==> src/core/rating_pkg.sv <==
// constants and types shared by the rating blocking compare logic
package rating_pkg;

  // -------------------------------------------------------------------
  // register offsets
  // -------------------------------------------------------------------
  localparam logic [7:0] ADDR_FILM_MASK = 8'h06;
  localparam logic [7:0] ADDR_TV_BASE_MASK = 8'h09;
  localparam logic [7:0] ADDR_TV_SV_MASK = 8'h0A;
  localparam logic [7:0] ADDR_TV_DL_MASK = 8'h0B;
  localparam logic [7:0] ADDR_STATUS1 = 8'h0C;
  localparam logic [7:0] ADDR_STATUS2 = 8'h0D;
  localparam logic [7:0] ADDR_BLOCK_CTRL = 8'h0E;

  // -------------------------------------------------------------------
  // writable bits and reset values
  // -------------------------------------------------------------------
  localparam logic [7:0] WMASK_FILM = 8'h7F;
  localparam logic [7:0] WMASK_TV_BASE = 8'h3F;
  localparam logic [7:0] WMASK_TV_SV = 8'hF7;
  localparam logic [7:0] WMASK_TV_DL = 8'h73;
  localparam logic [7:0] WMASK_BLOCK_CTRL = 8'hFF;
  localparam logic [7:0] RESET_MASK = 8'h00;
  localparam logic [7:0] RESET_BLOCK_CTRL = 8'h00;
  localparam logic [7:0] READ_UNMAPPED = 8'h00;
  localparam int BLOCK_EN_BIT = 7;
  localparam int STATUS_FLAG_BIT = 7;

  // -------------------------------------------------------------------
  // rating system codes (a1 a0)
  // -------------------------------------------------------------------
  localparam logic [1:0] SYS_FILM_A = 2'h0;
  localparam logic [1:0] SYS_TV = 2'h1;
  localparam logic [1:0] SYS_FILM_B = 2'h2;

  // -------------------------------------------------------------------
  // film rating codes (r2 r1 r0)
  // -------------------------------------------------------------------
  localparam logic [2:0] FILM_G = 3'h1;
  localparam logic [2:0] FILM_PG = 3'h2;
  localparam logic [2:0] FILM_PG13 = 3'h3;
  localparam logic [2:0] FILM_R = 3'h4;
  localparam logic [2:0] FILM_NC17 = 3'h5;
  localparam logic [2:0] FILM_X = 3'h6;
  localparam logic [2:0] FILM_NR = 3'h7;

  // -------------------------------------------------------------------
  // tv guideline codes (g2 g1 g0)
  // -------------------------------------------------------------------
  localparam logic [2:0] TV_Y = 3'h1;
  localparam logic [2:0] TV_Y7 = 3'h2;
  localparam logic [2:0] TV_G = 3'h3;
  localparam logic [2:0] TV_PG = 3'h4;
  localparam logic [2:0] TV_14 = 3'h5;
  localparam logic [2:0] TV_MA = 3'h6;

  // -------------------------------------------------------------------
  // mask bit positions
  // -------------------------------------------------------------------
  localparam int FB_G = 0;
  localparam int FB_PG = 1;
  localparam int FB_PG13 = 2;
  localparam int FB_R = 3;
  localparam int FB_NC17 = 4;
  localparam int FB_X = 5;
  localparam int FB_NR = 6;
  localparam int TB_Y = 0;
  localparam int TB_Y7 = 1;
  localparam int TB_G = 2;
  localparam int TB_PG = 3;
  localparam int TB_14 = 4;
  localparam int TB_MA = 5;
  localparam int SV_PG_S = 0;
  localparam int SV_14_S = 1;
  localparam int SV_MA_S = 2;
  localparam int SV_Y7_FV = 4;
  localparam int SV_PG_V = 5;
  localparam int SV_14_V = 6;
  localparam int SV_MA_V = 7;
  localparam int DL_PG_D = 0;
  localparam int DL_14_D = 1;
  localparam int DL_PG_L = 4;
  localparam int DL_14_L = 5;
  localparam int DL_MA_L = 6;

  // -------------------------------------------------------------------
  // recovered rating bytes, low seven bits of each
  // -------------------------------------------------------------------
  typedef struct packed {
    logic       one_a;
    logic       dialogue;
    logic [1:0] system;
    logic [2:0] film;
  } rating_first_t;

  typedef struct packed {
    logic       one_b;
    logic       violence;
    logic       sexual;
    logic       language;
    logic [2:0] tv;
  } rating_second_t;

  typedef struct packed {
    rating_first_t  first;
    rating_second_t second;
  } rating_t;

  typedef struct packed {
    logic [7:0] film;
    logic [7:0] tv_base;
    logic [7:0] tv_sv;
    logic [7:0] tv_dl;
  } masks_t;

endpackage : rating_pkg

==> src/core/rating_match.sv <==
// registered match of a recovered rating against the four blocking masks
`timescale 1ns/1ns
module rating_match
(
  input wire logic mclk_i,
  input wire logic rst_i,
  input wire rating_pkg::rating_t rating_i,
  input wire logic rating_valid_i,
  input wire rating_pkg::masks_t masks_i,
  output logic match_o
);
  import rating_pkg::*;

  // -------------------------------------------------------------------
  // helpers
  // -------------------------------------------------------------------
  function automatic logic is_film(input logic [1:0] sys);
    is_film = (sys == SYS_FILM_A) || (sys == SYS_FILM_B);
  endfunction : is_film

  function automatic logic tv_top(input logic [2:0] code, input logic [7:0] m,
                                  input int b_pg, input int b_14, input int b_ma);
    case (code)
      TV_PG: tv_top = m[b_pg];
      TV_14: tv_top = m[b_14];
      TV_MA: tv_top = m[b_ma];
      default: tv_top = 1'b0;
    endcase
  endfunction : tv_top

  logic film_hit;
  logic base_hit;
  logic desc_hit;
  logic match_q;

  // -------------------------------------------------------------------
  // film rating decode
  // -------------------------------------------------------------------
  always_comb
  begin
    film_hit = 1'b0;
    if (is_film(rating_i.first.system))
    begin
      case (rating_i.first.film)
        FILM_G: film_hit = masks_i.film[FB_G];
        FILM_PG: film_hit = masks_i.film[FB_PG];
        FILM_PG13: film_hit = masks_i.film[FB_PG13];
        FILM_R: film_hit = masks_i.film[FB_R];
        FILM_NC17: film_hit = masks_i.film[FB_NC17];
        FILM_X: film_hit = masks_i.film[FB_X];
        FILM_NR: film_hit = masks_i.film[FB_NR];
        default: film_hit = 1'b0;
      endcase
    end
  end

  // -------------------------------------------------------------------
  // tv base age decode, descriptors ignored here
  // -------------------------------------------------------------------
  always_comb
  begin
    base_hit = 1'b0;
    if (rating_i.first.system == SYS_TV)
    begin
      case (rating_i.second.tv)
        TV_Y: base_hit = masks_i.tv_base[TB_Y];
        TV_Y7: base_hit = masks_i.tv_base[TB_Y7];
        TV_G: base_hit = masks_i.tv_base[TB_G];
        TV_PG: base_hit = masks_i.tv_base[TB_PG];
        TV_14: base_hit = masks_i.tv_base[TB_14];
        TV_MA: base_hit = masks_i.tv_base[TB_MA];
        default: base_hit = 1'b0;
      endcase
    end
  end

  // -------------------------------------------------------------------
  // tv descriptor combinations
  // -------------------------------------------------------------------
  always_comb
  begin
    desc_hit = 1'b0;
    if (rating_i.first.system == SYS_TV)
    begin
      if (rating_i.second.sexual)
        desc_hit = desc_hit | tv_top(rating_i.second.tv, masks_i.tv_sv,
                                     SV_PG_S, SV_14_S, SV_MA_S);
      if (rating_i.second.violence)
      begin
        if (rating_i.second.tv == TV_Y7)
          desc_hit = desc_hit | masks_i.tv_sv[SV_Y7_FV];
        desc_hit = desc_hit | tv_top(rating_i.second.tv, masks_i.tv_sv,
                                     SV_PG_V, SV_14_V, SV_MA_V);
      end
      if (rating_i.first.dialogue && (rating_i.second.tv != TV_MA))
        desc_hit = desc_hit | tv_top(rating_i.second.tv, masks_i.tv_dl,
                                     DL_PG_D, DL_14_D, DL_14_D);
      if (rating_i.second.language)
        desc_hit = desc_hit | tv_top(rating_i.second.tv, masks_i.tv_dl,
                                     DL_PG_L, DL_14_L, DL_MA_L);
    end
  end

  // -------------------------------------------------------------------
  // registered match
  // -------------------------------------------------------------------
  always_ff @(posedge mclk_i or posedge rst_i)
  begin
    if (rst_i)
      match_q <= 1'b0;
    else
      match_q <= rating_valid_i & (film_hit | base_hit | desc_hit);
  end

  assign match_o = match_q;

endmodule : rating_match

==> src/core/rating_block_compare.sv <==
// program rating blocking compare with its mask and status registers
`timescale 1ns/1ns
module rating_block_compare
(
  input wire logic mclk_i,
  input wire logic rst_i,
  input wire logic reg_wr_i,
  input wire logic reg_rd_i,
  input wire logic [7:0] reg_addr_i,
  input wire logic [7:0] reg_wdata_i,
  output logic [7:0] reg_rdata_o,
  input wire rating_pkg::rating_t rating_i,
  input wire logic rating_valid_i,
  output logic block_o
);
  import rating_pkg::*;

  masks_t masks_q;
  logic [7:0] block_ctrl_q;
  logic [7:0] rdata_q;
  logic [7:0] rdata_d;
  logic block_q;
  logic match;

  // -------------------------------------------------------------------
  // masked write helper
  // -------------------------------------------------------------------
  function automatic logic [7:0] wr_field(input logic [7:0] data, input logic [7:0] keep);
    wr_field = data & keep;
  endfunction : wr_field

  // -------------------------------------------------------------------
  // mask registers, reserved bits held at zero
  // -------------------------------------------------------------------
  always_ff @(posedge mclk_i or posedge rst_i)
  begin
    if (rst_i)
    begin
      masks_q.film <= RESET_MASK;
      masks_q.tv_base <= RESET_MASK;
      masks_q.tv_sv <= RESET_MASK;
      masks_q.tv_dl <= RESET_MASK;
    end
    else if (reg_wr_i)
    begin
      case (reg_addr_i)
        ADDR_FILM_MASK: masks_q.film <= wr_field(reg_wdata_i, WMASK_FILM);
        ADDR_TV_BASE_MASK: masks_q.tv_base <= wr_field(reg_wdata_i, WMASK_TV_BASE);
        ADDR_TV_SV_MASK: masks_q.tv_sv <= wr_field(reg_wdata_i, WMASK_TV_SV);
        ADDR_TV_DL_MASK: masks_q.tv_dl <= wr_field(reg_wdata_i, WMASK_TV_DL);
        default: masks_q <= masks_q;
      endcase
    end
  end

  // -------------------------------------------------------------------
  // blocking control register
  // -------------------------------------------------------------------
  always_ff @(posedge mclk_i or posedge rst_i)
  begin
    if (rst_i)
      block_ctrl_q <= RESET_BLOCK_CTRL;
    else if (reg_wr_i && (reg_addr_i == ADDR_BLOCK_CTRL))
      block_ctrl_q <= wr_field(reg_wdata_i, WMASK_BLOCK_CTRL);
  end

  // -------------------------------------------------------------------
  // rating compare
  // -------------------------------------------------------------------
  rating_match u_match
  (
    .mclk_i(mclk_i),
    .rst_i(rst_i),
    .rating_i(rating_i),
    .rating_valid_i(rating_valid_i),
    .masks_i(masks_q),
    .match_o(match)
  );

  // -------------------------------------------------------------------
  // blocking output
  // -------------------------------------------------------------------
  always_ff @(posedge mclk_i or posedge rst_i)
  begin
    if (rst_i)
      block_q <= 1'b0;
    else
      block_q <= block_ctrl_q[BLOCK_EN_BIT] & match;
  end

  assign block_o = block_q;

  // -------------------------------------------------------------------
  // read path
  // -------------------------------------------------------------------
  always_comb
  begin
    case (reg_addr_i)
      ADDR_FILM_MASK: rdata_d = masks_q.film;
      ADDR_TV_BASE_MASK: rdata_d = masks_q.tv_base;
      ADDR_TV_SV_MASK: rdata_d = masks_q.tv_sv;
      ADDR_TV_DL_MASK: rdata_d = masks_q.tv_dl;
      ADDR_STATUS1: rdata_d = {block_q, rating_i.first};
      ADDR_STATUS2: rdata_d = {rating_valid_i, rating_i.second};
      ADDR_BLOCK_CTRL: rdata_d = block_ctrl_q;
      default: rdata_d = READ_UNMAPPED;
    endcase
  end

  always_ff @(posedge mclk_i or posedge rst_i)
  begin
    if (rst_i)
      rdata_q <= READ_UNMAPPED;
    else if (reg_rd_i)
      rdata_q <= rdata_d;
  end

  assign reg_rdata_o = rdata_q;

endmodule : rating_block_compare

==> config.mk <==
export PLATFORM = sky130hd
export DESIGN_NAME = rating_block_compare
export DESIGN_NICKNAME = d
export VERILOG_FILES = /design/src/core/rating_pkg.sv /design/src/core/rating_match.sv /design/src/core/rating_block_compare.sv
export SDC_FILE = /design/constraint.sdc
export NUM_CORES = 1
export LEC_CHECK = 0
export ABC_AREA = 0
export BUFFER_PORTS_ARGS = -buffer_cell sky130_fd_sc_hd__buf_4
export CORE_MARGIN = 10
export CORE_UTILIZATION = 45
export DETAILED_ROUTE_END_ITERATION = 6
export PLACE_DENSITY = 0.63
export SLEW_MARGIN = 40
export SYNTH_ARGS = -nofsm -noshare
export SYNTH_HDL_FRONTEND = slang
export SYNTH_SLANG_ARGS = --single-unit
==> constraint.sdc <==
create_clock -name mclk_i -period 2.2 [get_ports mclk_i]
set_clock_uncertainty 0.05 [all_clocks]
set_input_delay 0 -clock mclk_i [delete_from_list [all_inputs] [get_ports mclk_i]]
set_output_delay 0 -clock mclk_i [all_outputs]
set_load 0.02 [all_outputs]
* Word-level counts from Yosys, hierarchy flattened *
Index checks and enable logic that the tools add are counted.

storage, ports and cells
  logic and storage cells = 74
  input bits = 35
  output and inout bits = 9
  register bits = 43

cells by class
  bitwise gates (word level) = 8
  reductions and logical operators = 9
  multiplexer cells = 26
  equal/unequal tests = 23

operators with widths
  cell                                                             count
  8-bit case mux with 7 select lines                               1
  8-bit by 4-bit == test with 1-bit output, second input constant  6
  3-bit == test, second input constant                             7
  1-bit two-way mux                                                19
  3-bit by 2-bit == test with 1-bit output, second input constant  4
  1-bit case mux with 3 select lines                               3
  8-bit by 3-bit == test with 1-bit output, second input constant  1
  2-bit AND reduction                                              4
  1-bit case mux with 7 select lines                               1
  3-bit by 1-bit == test with 1-bit output, second input constant  2
  1-bit bitwise OR                                                 6
  1-bit case mux with 6 select lines                               1
  3-bit != test, second input constant                             1
  1-bit AND                                                        2
  2-bit by 1-bit == test with 1-bit output, second input constant  1
  2-bit == test, second input constant                             1
  1-bit logical AND                                                2
  2-bit logical NOT                                                1
  1-bit case mux with 2 select lines                               1
  2-bit OR reduction                                               1
  1-bit logical OR                                                 1

* Longest topological paths before layout *
  word-level depth = 19
  mapped depth = 7
  depth with buffers taken out = 5

* Modules after synthesis *
From an unflattened synthesis, not the netlist that was laid out.

unflattened totals
  cell total of the unflattened synthesis = 219
  area total of the unflattened synthesis = 2566.2 sq um

modules (own cells, without submodules)
  module                area an instance (sq um)  cells each  sequential area each (sq um)  times used
  rating_block_compare  2243.4                    183         1051.0                        1
  rating_match          322.8                     36          25.0                          1

* Worst setup path after synthesis *
No wires, ideal clock.

  path type = reg-to-reg
  start = reg masks_q[13] (netlist bit)
  end = reg u_match.match_q (netlist: u_match.match_o)
  cell stages (with the launch flop) = 6
  required time = 2.017 ns
  library setup time = 0.133 ns
  setup slack = 0.689 ns
  buffers on the path = 0
  period minus slack after synthesis = 1.511 ns
  arrival = 1.328 ns
  cell sequence = dfrtp_1 > a211oi_1 > a311oi_1 > a211o_1 > a2111oi_0 > nor2_1

on the way
  word-level cells in the longest chain between the ends = 14

RTL lines
  item                                  line                        text
  from (decl)                           rating_block_compare.sv:18  masks_t masks_q;
  from (signal assigned)                rating_block_compare.sv:51  default: masks_q <= masks_q;
  1-bit case mux with 3 select lines *  rating_match.sv:23          case (code)
  1-bit two-way mux *                   rating_match.sv:88          if (rating_i.second.violence)
  1-bit two-way mux *                   rating_match.sv:83          if (rating_i.first.system == SYS_TV)
  1-bit bitwise OR *                    rating_match.sv:92          desc_hit = desc_hit | tv_top(rating_i.second.tv, masks_i.tv_sv,
  1-bit two-way mux *                   rating_match.sv:88
  1-bit two-way mux *                   rating_match.sv:83
  1-bit bitwise OR                      rating_match.sv:96          desc_hit = desc_hit | tv_top(rating_i.second.tv, masks_i.tv_dl,
  1-bit two-way mux *                   rating_match.sv:95          if (rating_i.first.dialogue && (rating_i.second.tv != TV_MA))
  1-bit two-way mux *                   rating_match.sv:83
  1-bit bitwise OR                      rating_match.sv:99          desc_hit = desc_hit | tv_top(rating_i.second.tv, masks_i.tv_dl,
  1-bit two-way mux *                   rating_match.sv:98          if (rating_i.second.language)
  1-bit two-way mux *                   rating_match.sv:83
  1-bit bitwise OR *                    rating_match.sv:112         match_q <= rating_valid_i & (film_hit | base_hit | desc_hit);
  1-bit AND *                           rating_match.sv:112
  to (signal assigned)                  rating_match.sv:112
  to (decl)                             rating_match.sv:34          logic match_q;

Every way passes the cells marked *; elsewhere a longest branch is shown, timed or not. The select of a mux whose other input is x is not followed.
A chain may end at the register's enable or synchronous reset.

* Final worst setup path *
  start = reg masks_q[27] (netlist bit)
  end = reg u_match.match_q (netlist: u_match.match_o)

on the way
  word-level cells in the longest chain between the ends = 5

RTL lines
  item                                line                 text
  1-bit case mux with 7 select lines  rating_match.sv:44   case (rating_i.first.film)
  1-bit two-way mux                   rating_match.sv:42   if (is_film(rating_i.first.system))
  1-bit bitwise OR (2 in a row)       rating_match.sv:112
  1-bit AND                           rating_match.sv:112

No other way between the ends.

==> Implementation_results.wiki <==
{| class="wikitable"
! Metric !! Value
|-
| Post-synthesis to final-layout area growth || 25.09%
|-
| Total clock buffers created by CTS || 5
|-
| Leakage power || roughly 1.4 nW
|-
| WS Path Type || reg2reg
|-
| Async SR Flop Fraction || 1.000
|-
| Startpoint Class || flip-flop
|-
| Top cell type's share of synthesized area || 0.4394
|-
| Number of port buffers || 43
|-
| Worst skew pair latency || approximately 0.3 ns
|-
| Number of flops mapped to enable cells by yosys || 0
|-
| Critical Path Fanout Max || 3
|-
| Class of the most critical hold timing path || in2reg
|-
| Hold buffers post-CTS || 11
|-
| Peak Freq || between 400 and 500 MHz
|-
| Crit path max-delay cell type || sky130_fd_sc_hd__dlygate4sd3_1
|-
| Placed Cells || 319
|-
| CORE AREA || 0.005205 mm2
|-
| Data arrival time of the critical path || around 2.2 ns
|-
| Cell accounting for the most synthesized area || sky130_fd_sc_hd__dfrtp_1
|-
| Number of storage elements in the synthesis netlist || 43
|-
| Setup TNS || 0 ns
|-
| Yosys cell types || between 50 and 60
|-
| Result of the run || completed
|-
| Fraction of the core area covered by cells at the end of the flow || 0.5885
|-
| Commonest register cell after synthesis || sky130_fd_sc_hd__dfrtp_1
|-
| Max_cap viols || 0
|-
| Layout net count || ~300
|-
| Width of the die || around 94 um
|-
| Number of instances resized during post-cts repair || 0
|-
| Areal power density over the cells || 562.1 mW/mm2
|-
| Global router's overall resource usage || 0.1661
|-
| Count of routing violations after the opening detailed-route iteration || 200
|-
| Antenna violations before repair || 0
|-
| CP max stage delay || roughly 0.55 ns
|-
| First-pass GRT wire length || between 10000 and 15000 um
|-
| Clock slew seen by the registers of the worst setup and hold paths || approximately 0.080 ns
|-
| Layout Cells excl Fill || approximately 340
|-
| Placer's final routability congestion estimate || approximately 0.89
|-
| DR pass1 iterations || 4
|-
| Hpwl dp || approximately 5200 um
|-
| Top cell types by occurrence after synthesis || sky130_fd_sc_hd__dfrtp_1 (43), sky130_fd_sc_hd__mux2_2 (36), sky130_fd_sc_hd__nand2_1 (19)
|-
| Most used standard cell by instance count after synthesis || sky130_fd_sc_hd__dfrtp_1
|-
| List of cells traversed by the critical path || mux2i_1 -> mux4_2 -> mux2i_1 -> nand2_1 -> dlygate4sd3_1 -> nor2_1
|-
| RSZ-0062 raised after global routing || no
|-
| Cells after synthesis || ~210
|-
| Largest net degree at the start of global routing || 30
|-
| Max Transition Viols Final || 0
|-
| Peak ir drop on the vdd network || 357.5 uV
|-
| Post-route fraction of the period consumed by the critical path || 0.9092
|-
| Overflow after GRT || 0
|-
| Element type at the critical path end || flip-flop
|-
| Average detailed-routed wire length per instance || ~20 um
|-
| Final hold viol count || 0
|-
| Worst-case clock buffer depth || 2
|-
| Total setup buffers inserted after CTS || 0
|-
| Share of synthesized area occupied by flip-flops and latches || 0.4394
|-
| Mapped Avg Cell Area || between 10 and 15 um2
|-
| Synth Net Count || about 250
|-
| Worst path most repeated cell || sky130_fd_sc_hd__mux2i_1
|-
| Slew headroom || 0.6668
|-
| Number of remaining DRC errors || 0
|-
| Overall power consumption || about 0.0017 W
|-
| Ports || 44
|-
| Synth Cell Area || about 0.0024 mm2
|-
| Maximum level of the CTS H-tree || 2
|-
| Total via count in the routed design || 1962
|-
| Clock tree from TritonCTS || built
|-
| Count of clock tree sinks || 43
|-
| Overall routed net length || 6902 um
|-
| Crit path required time || 2.39 ns
|-
| Ant. Diodes || 0
|-
| Number of core rows || 26
|-
| # setup viols final || 0
|-
| Number of warning messages in the yosys log || 0
|-
| Slew at the pin closest to its max-slew limit || 0.4967 ns
|-
| Min Clock Period, post-route || about 2 ns
|-
| Via count of the first global-routing pass || between 2k and 2.5k
|-
| Cell types with the largest area share after synthesis || sky130_fd_sc_hd__dfrtp_1 (44%), sky130_fd_sc_hd__mux2_2 (17%), sky130_fd_sc_hd__mux2i_1 (5.7%)
|-
| Per-cell via count in the routed design || between 5 and 6
|-
| Height of the chip || roughly 94 um
|-
| Root buffer cell || sky130_fd_sc_hd__clkbuf_8
|-
| Die outline area || 0.008792 mm2
|-
| Layout cell share with drive strength beyond 1 || 0.3955
|-
| Residual antenna-violating net count after detailed routing || 0
|-
| Initial core utilization || 0.4704
|}
-- per-layer routing --
layer	vias to the layer above	track usage	part of all wire
met3	10	0.04317	0.067
met4	0	0.06076	0.016
met1	948	0.2148	0.45
met5	-	0	0
li1	925	-	-
met2	79	0.2598	0.47
-- metrics by stage --
stage                     area, um2  hold WS [ns]  setup WS (ns)
after detailed placement       2835      -0.05762         0.4070
after floorplan                2449       0.05786         0.6891
final                          3063       0.03715         0.1998
after global placement         2835      -0.05919         0.4106
after global routing           3063       0.05281         0.1119
after CTS                      3063       0.03377         0.1947
-- registers in the layout (all words and copies together), names as in the netlist --
signal	flops
block_o	1
reg_rdata_o	8
u_match.match_o	1
block_ctrl_q	8
masks_q	25
-- cell type report --
class | instances | area [um2]
Clock buffer | 6 | 82.58
Timing Repair Buffer | 60 | 478.0
Clock inverter | 2 | 35.03
Tap cell | 70 | 87.58
Multi-Input combinational cell | 152 | 1285
Sequential cell | 43 | 1076
Fill cell | 458 | 2142
Inverter | 5 | 18.77
-- final timing paths --
path                                       from               to  slack (ns)  cells after the start
worst min register to register  u_match.match_o          block_o        0.43                      1
min in group asynchronous                 rst_i      masks_q[17]        0.17                      3
worst max-delay path                masks_q[27]  u_match.match_o        0.20                      6
worst min-delay path                rating_i[2]  u_match.match_o        0.04                      3
max in group asynchronous                 rst_i   reg_rdata_o[2]        1.39                      4
worst max register to register      masks_q[27]  u_match.match_o        0.20                      6
-- cells by family after synthesis --
| group | synth area share |
|---|---|
| and+or+nand+nor | 0.1431 |
| muxes | 0.2320 |
| AOI/OAI and AO/OA | 0.1497 |
| DFF | 0.4394 |
| buffers and inverters | 0.03576 |
-- worst max-delay path, delay by kind of cell (launching register included) --
family	cells	cell delay, ns
flip-flops	1	0.42
AND/OR/NAND/NOR	2	0.17
buffers and inverters	1	0.55
multiplexers	3	0.75
-- cells in the final DEF, fill, tap and decap left out, types with 3 or more instances in the layout --
cell type and instances:
sky130_fd_sc_hd__buf_4 49, sky130_fd_sc_hd__dfrtp_1 43, sky130_fd_sc_hd__mux2_2 36, sky130_fd_sc_hd__nand2_1 19
sky130_fd_sc_hd__mux2i_1 14, sky130_fd_sc_hd__a22oi_1 11, sky130_fd_sc_hd__dlygate4sd3_1 11, sky130_fd_sc_hd__clkbuf_8 6
sky130_fd_sc_hd__nand3_1 5, sky130_fd_sc_hd__o22ai_1 5, sky130_fd_sc_hd__a32oi_1 5, sky130_fd_sc_hd__o2bb2ai_1 5
sky130_fd_sc_hd__nand3b_1 4, sky130_fd_sc_hd__o32ai_1 4, sky130_fd_sc_hd__o21ai_0 4, sky130_fd_sc_hd__nor2b_1 3
-- power breakdown --
group	switching, W	internal [W]	leakage, nW
Clock	0.000278	0.000367	0.0612
Sequential	0.0000243	0.000819	0.594
Combinational	0.000118	0.000115	0.710
Total	0.000420	0.00130	1.37
Power figures use the tool's default switching activity.
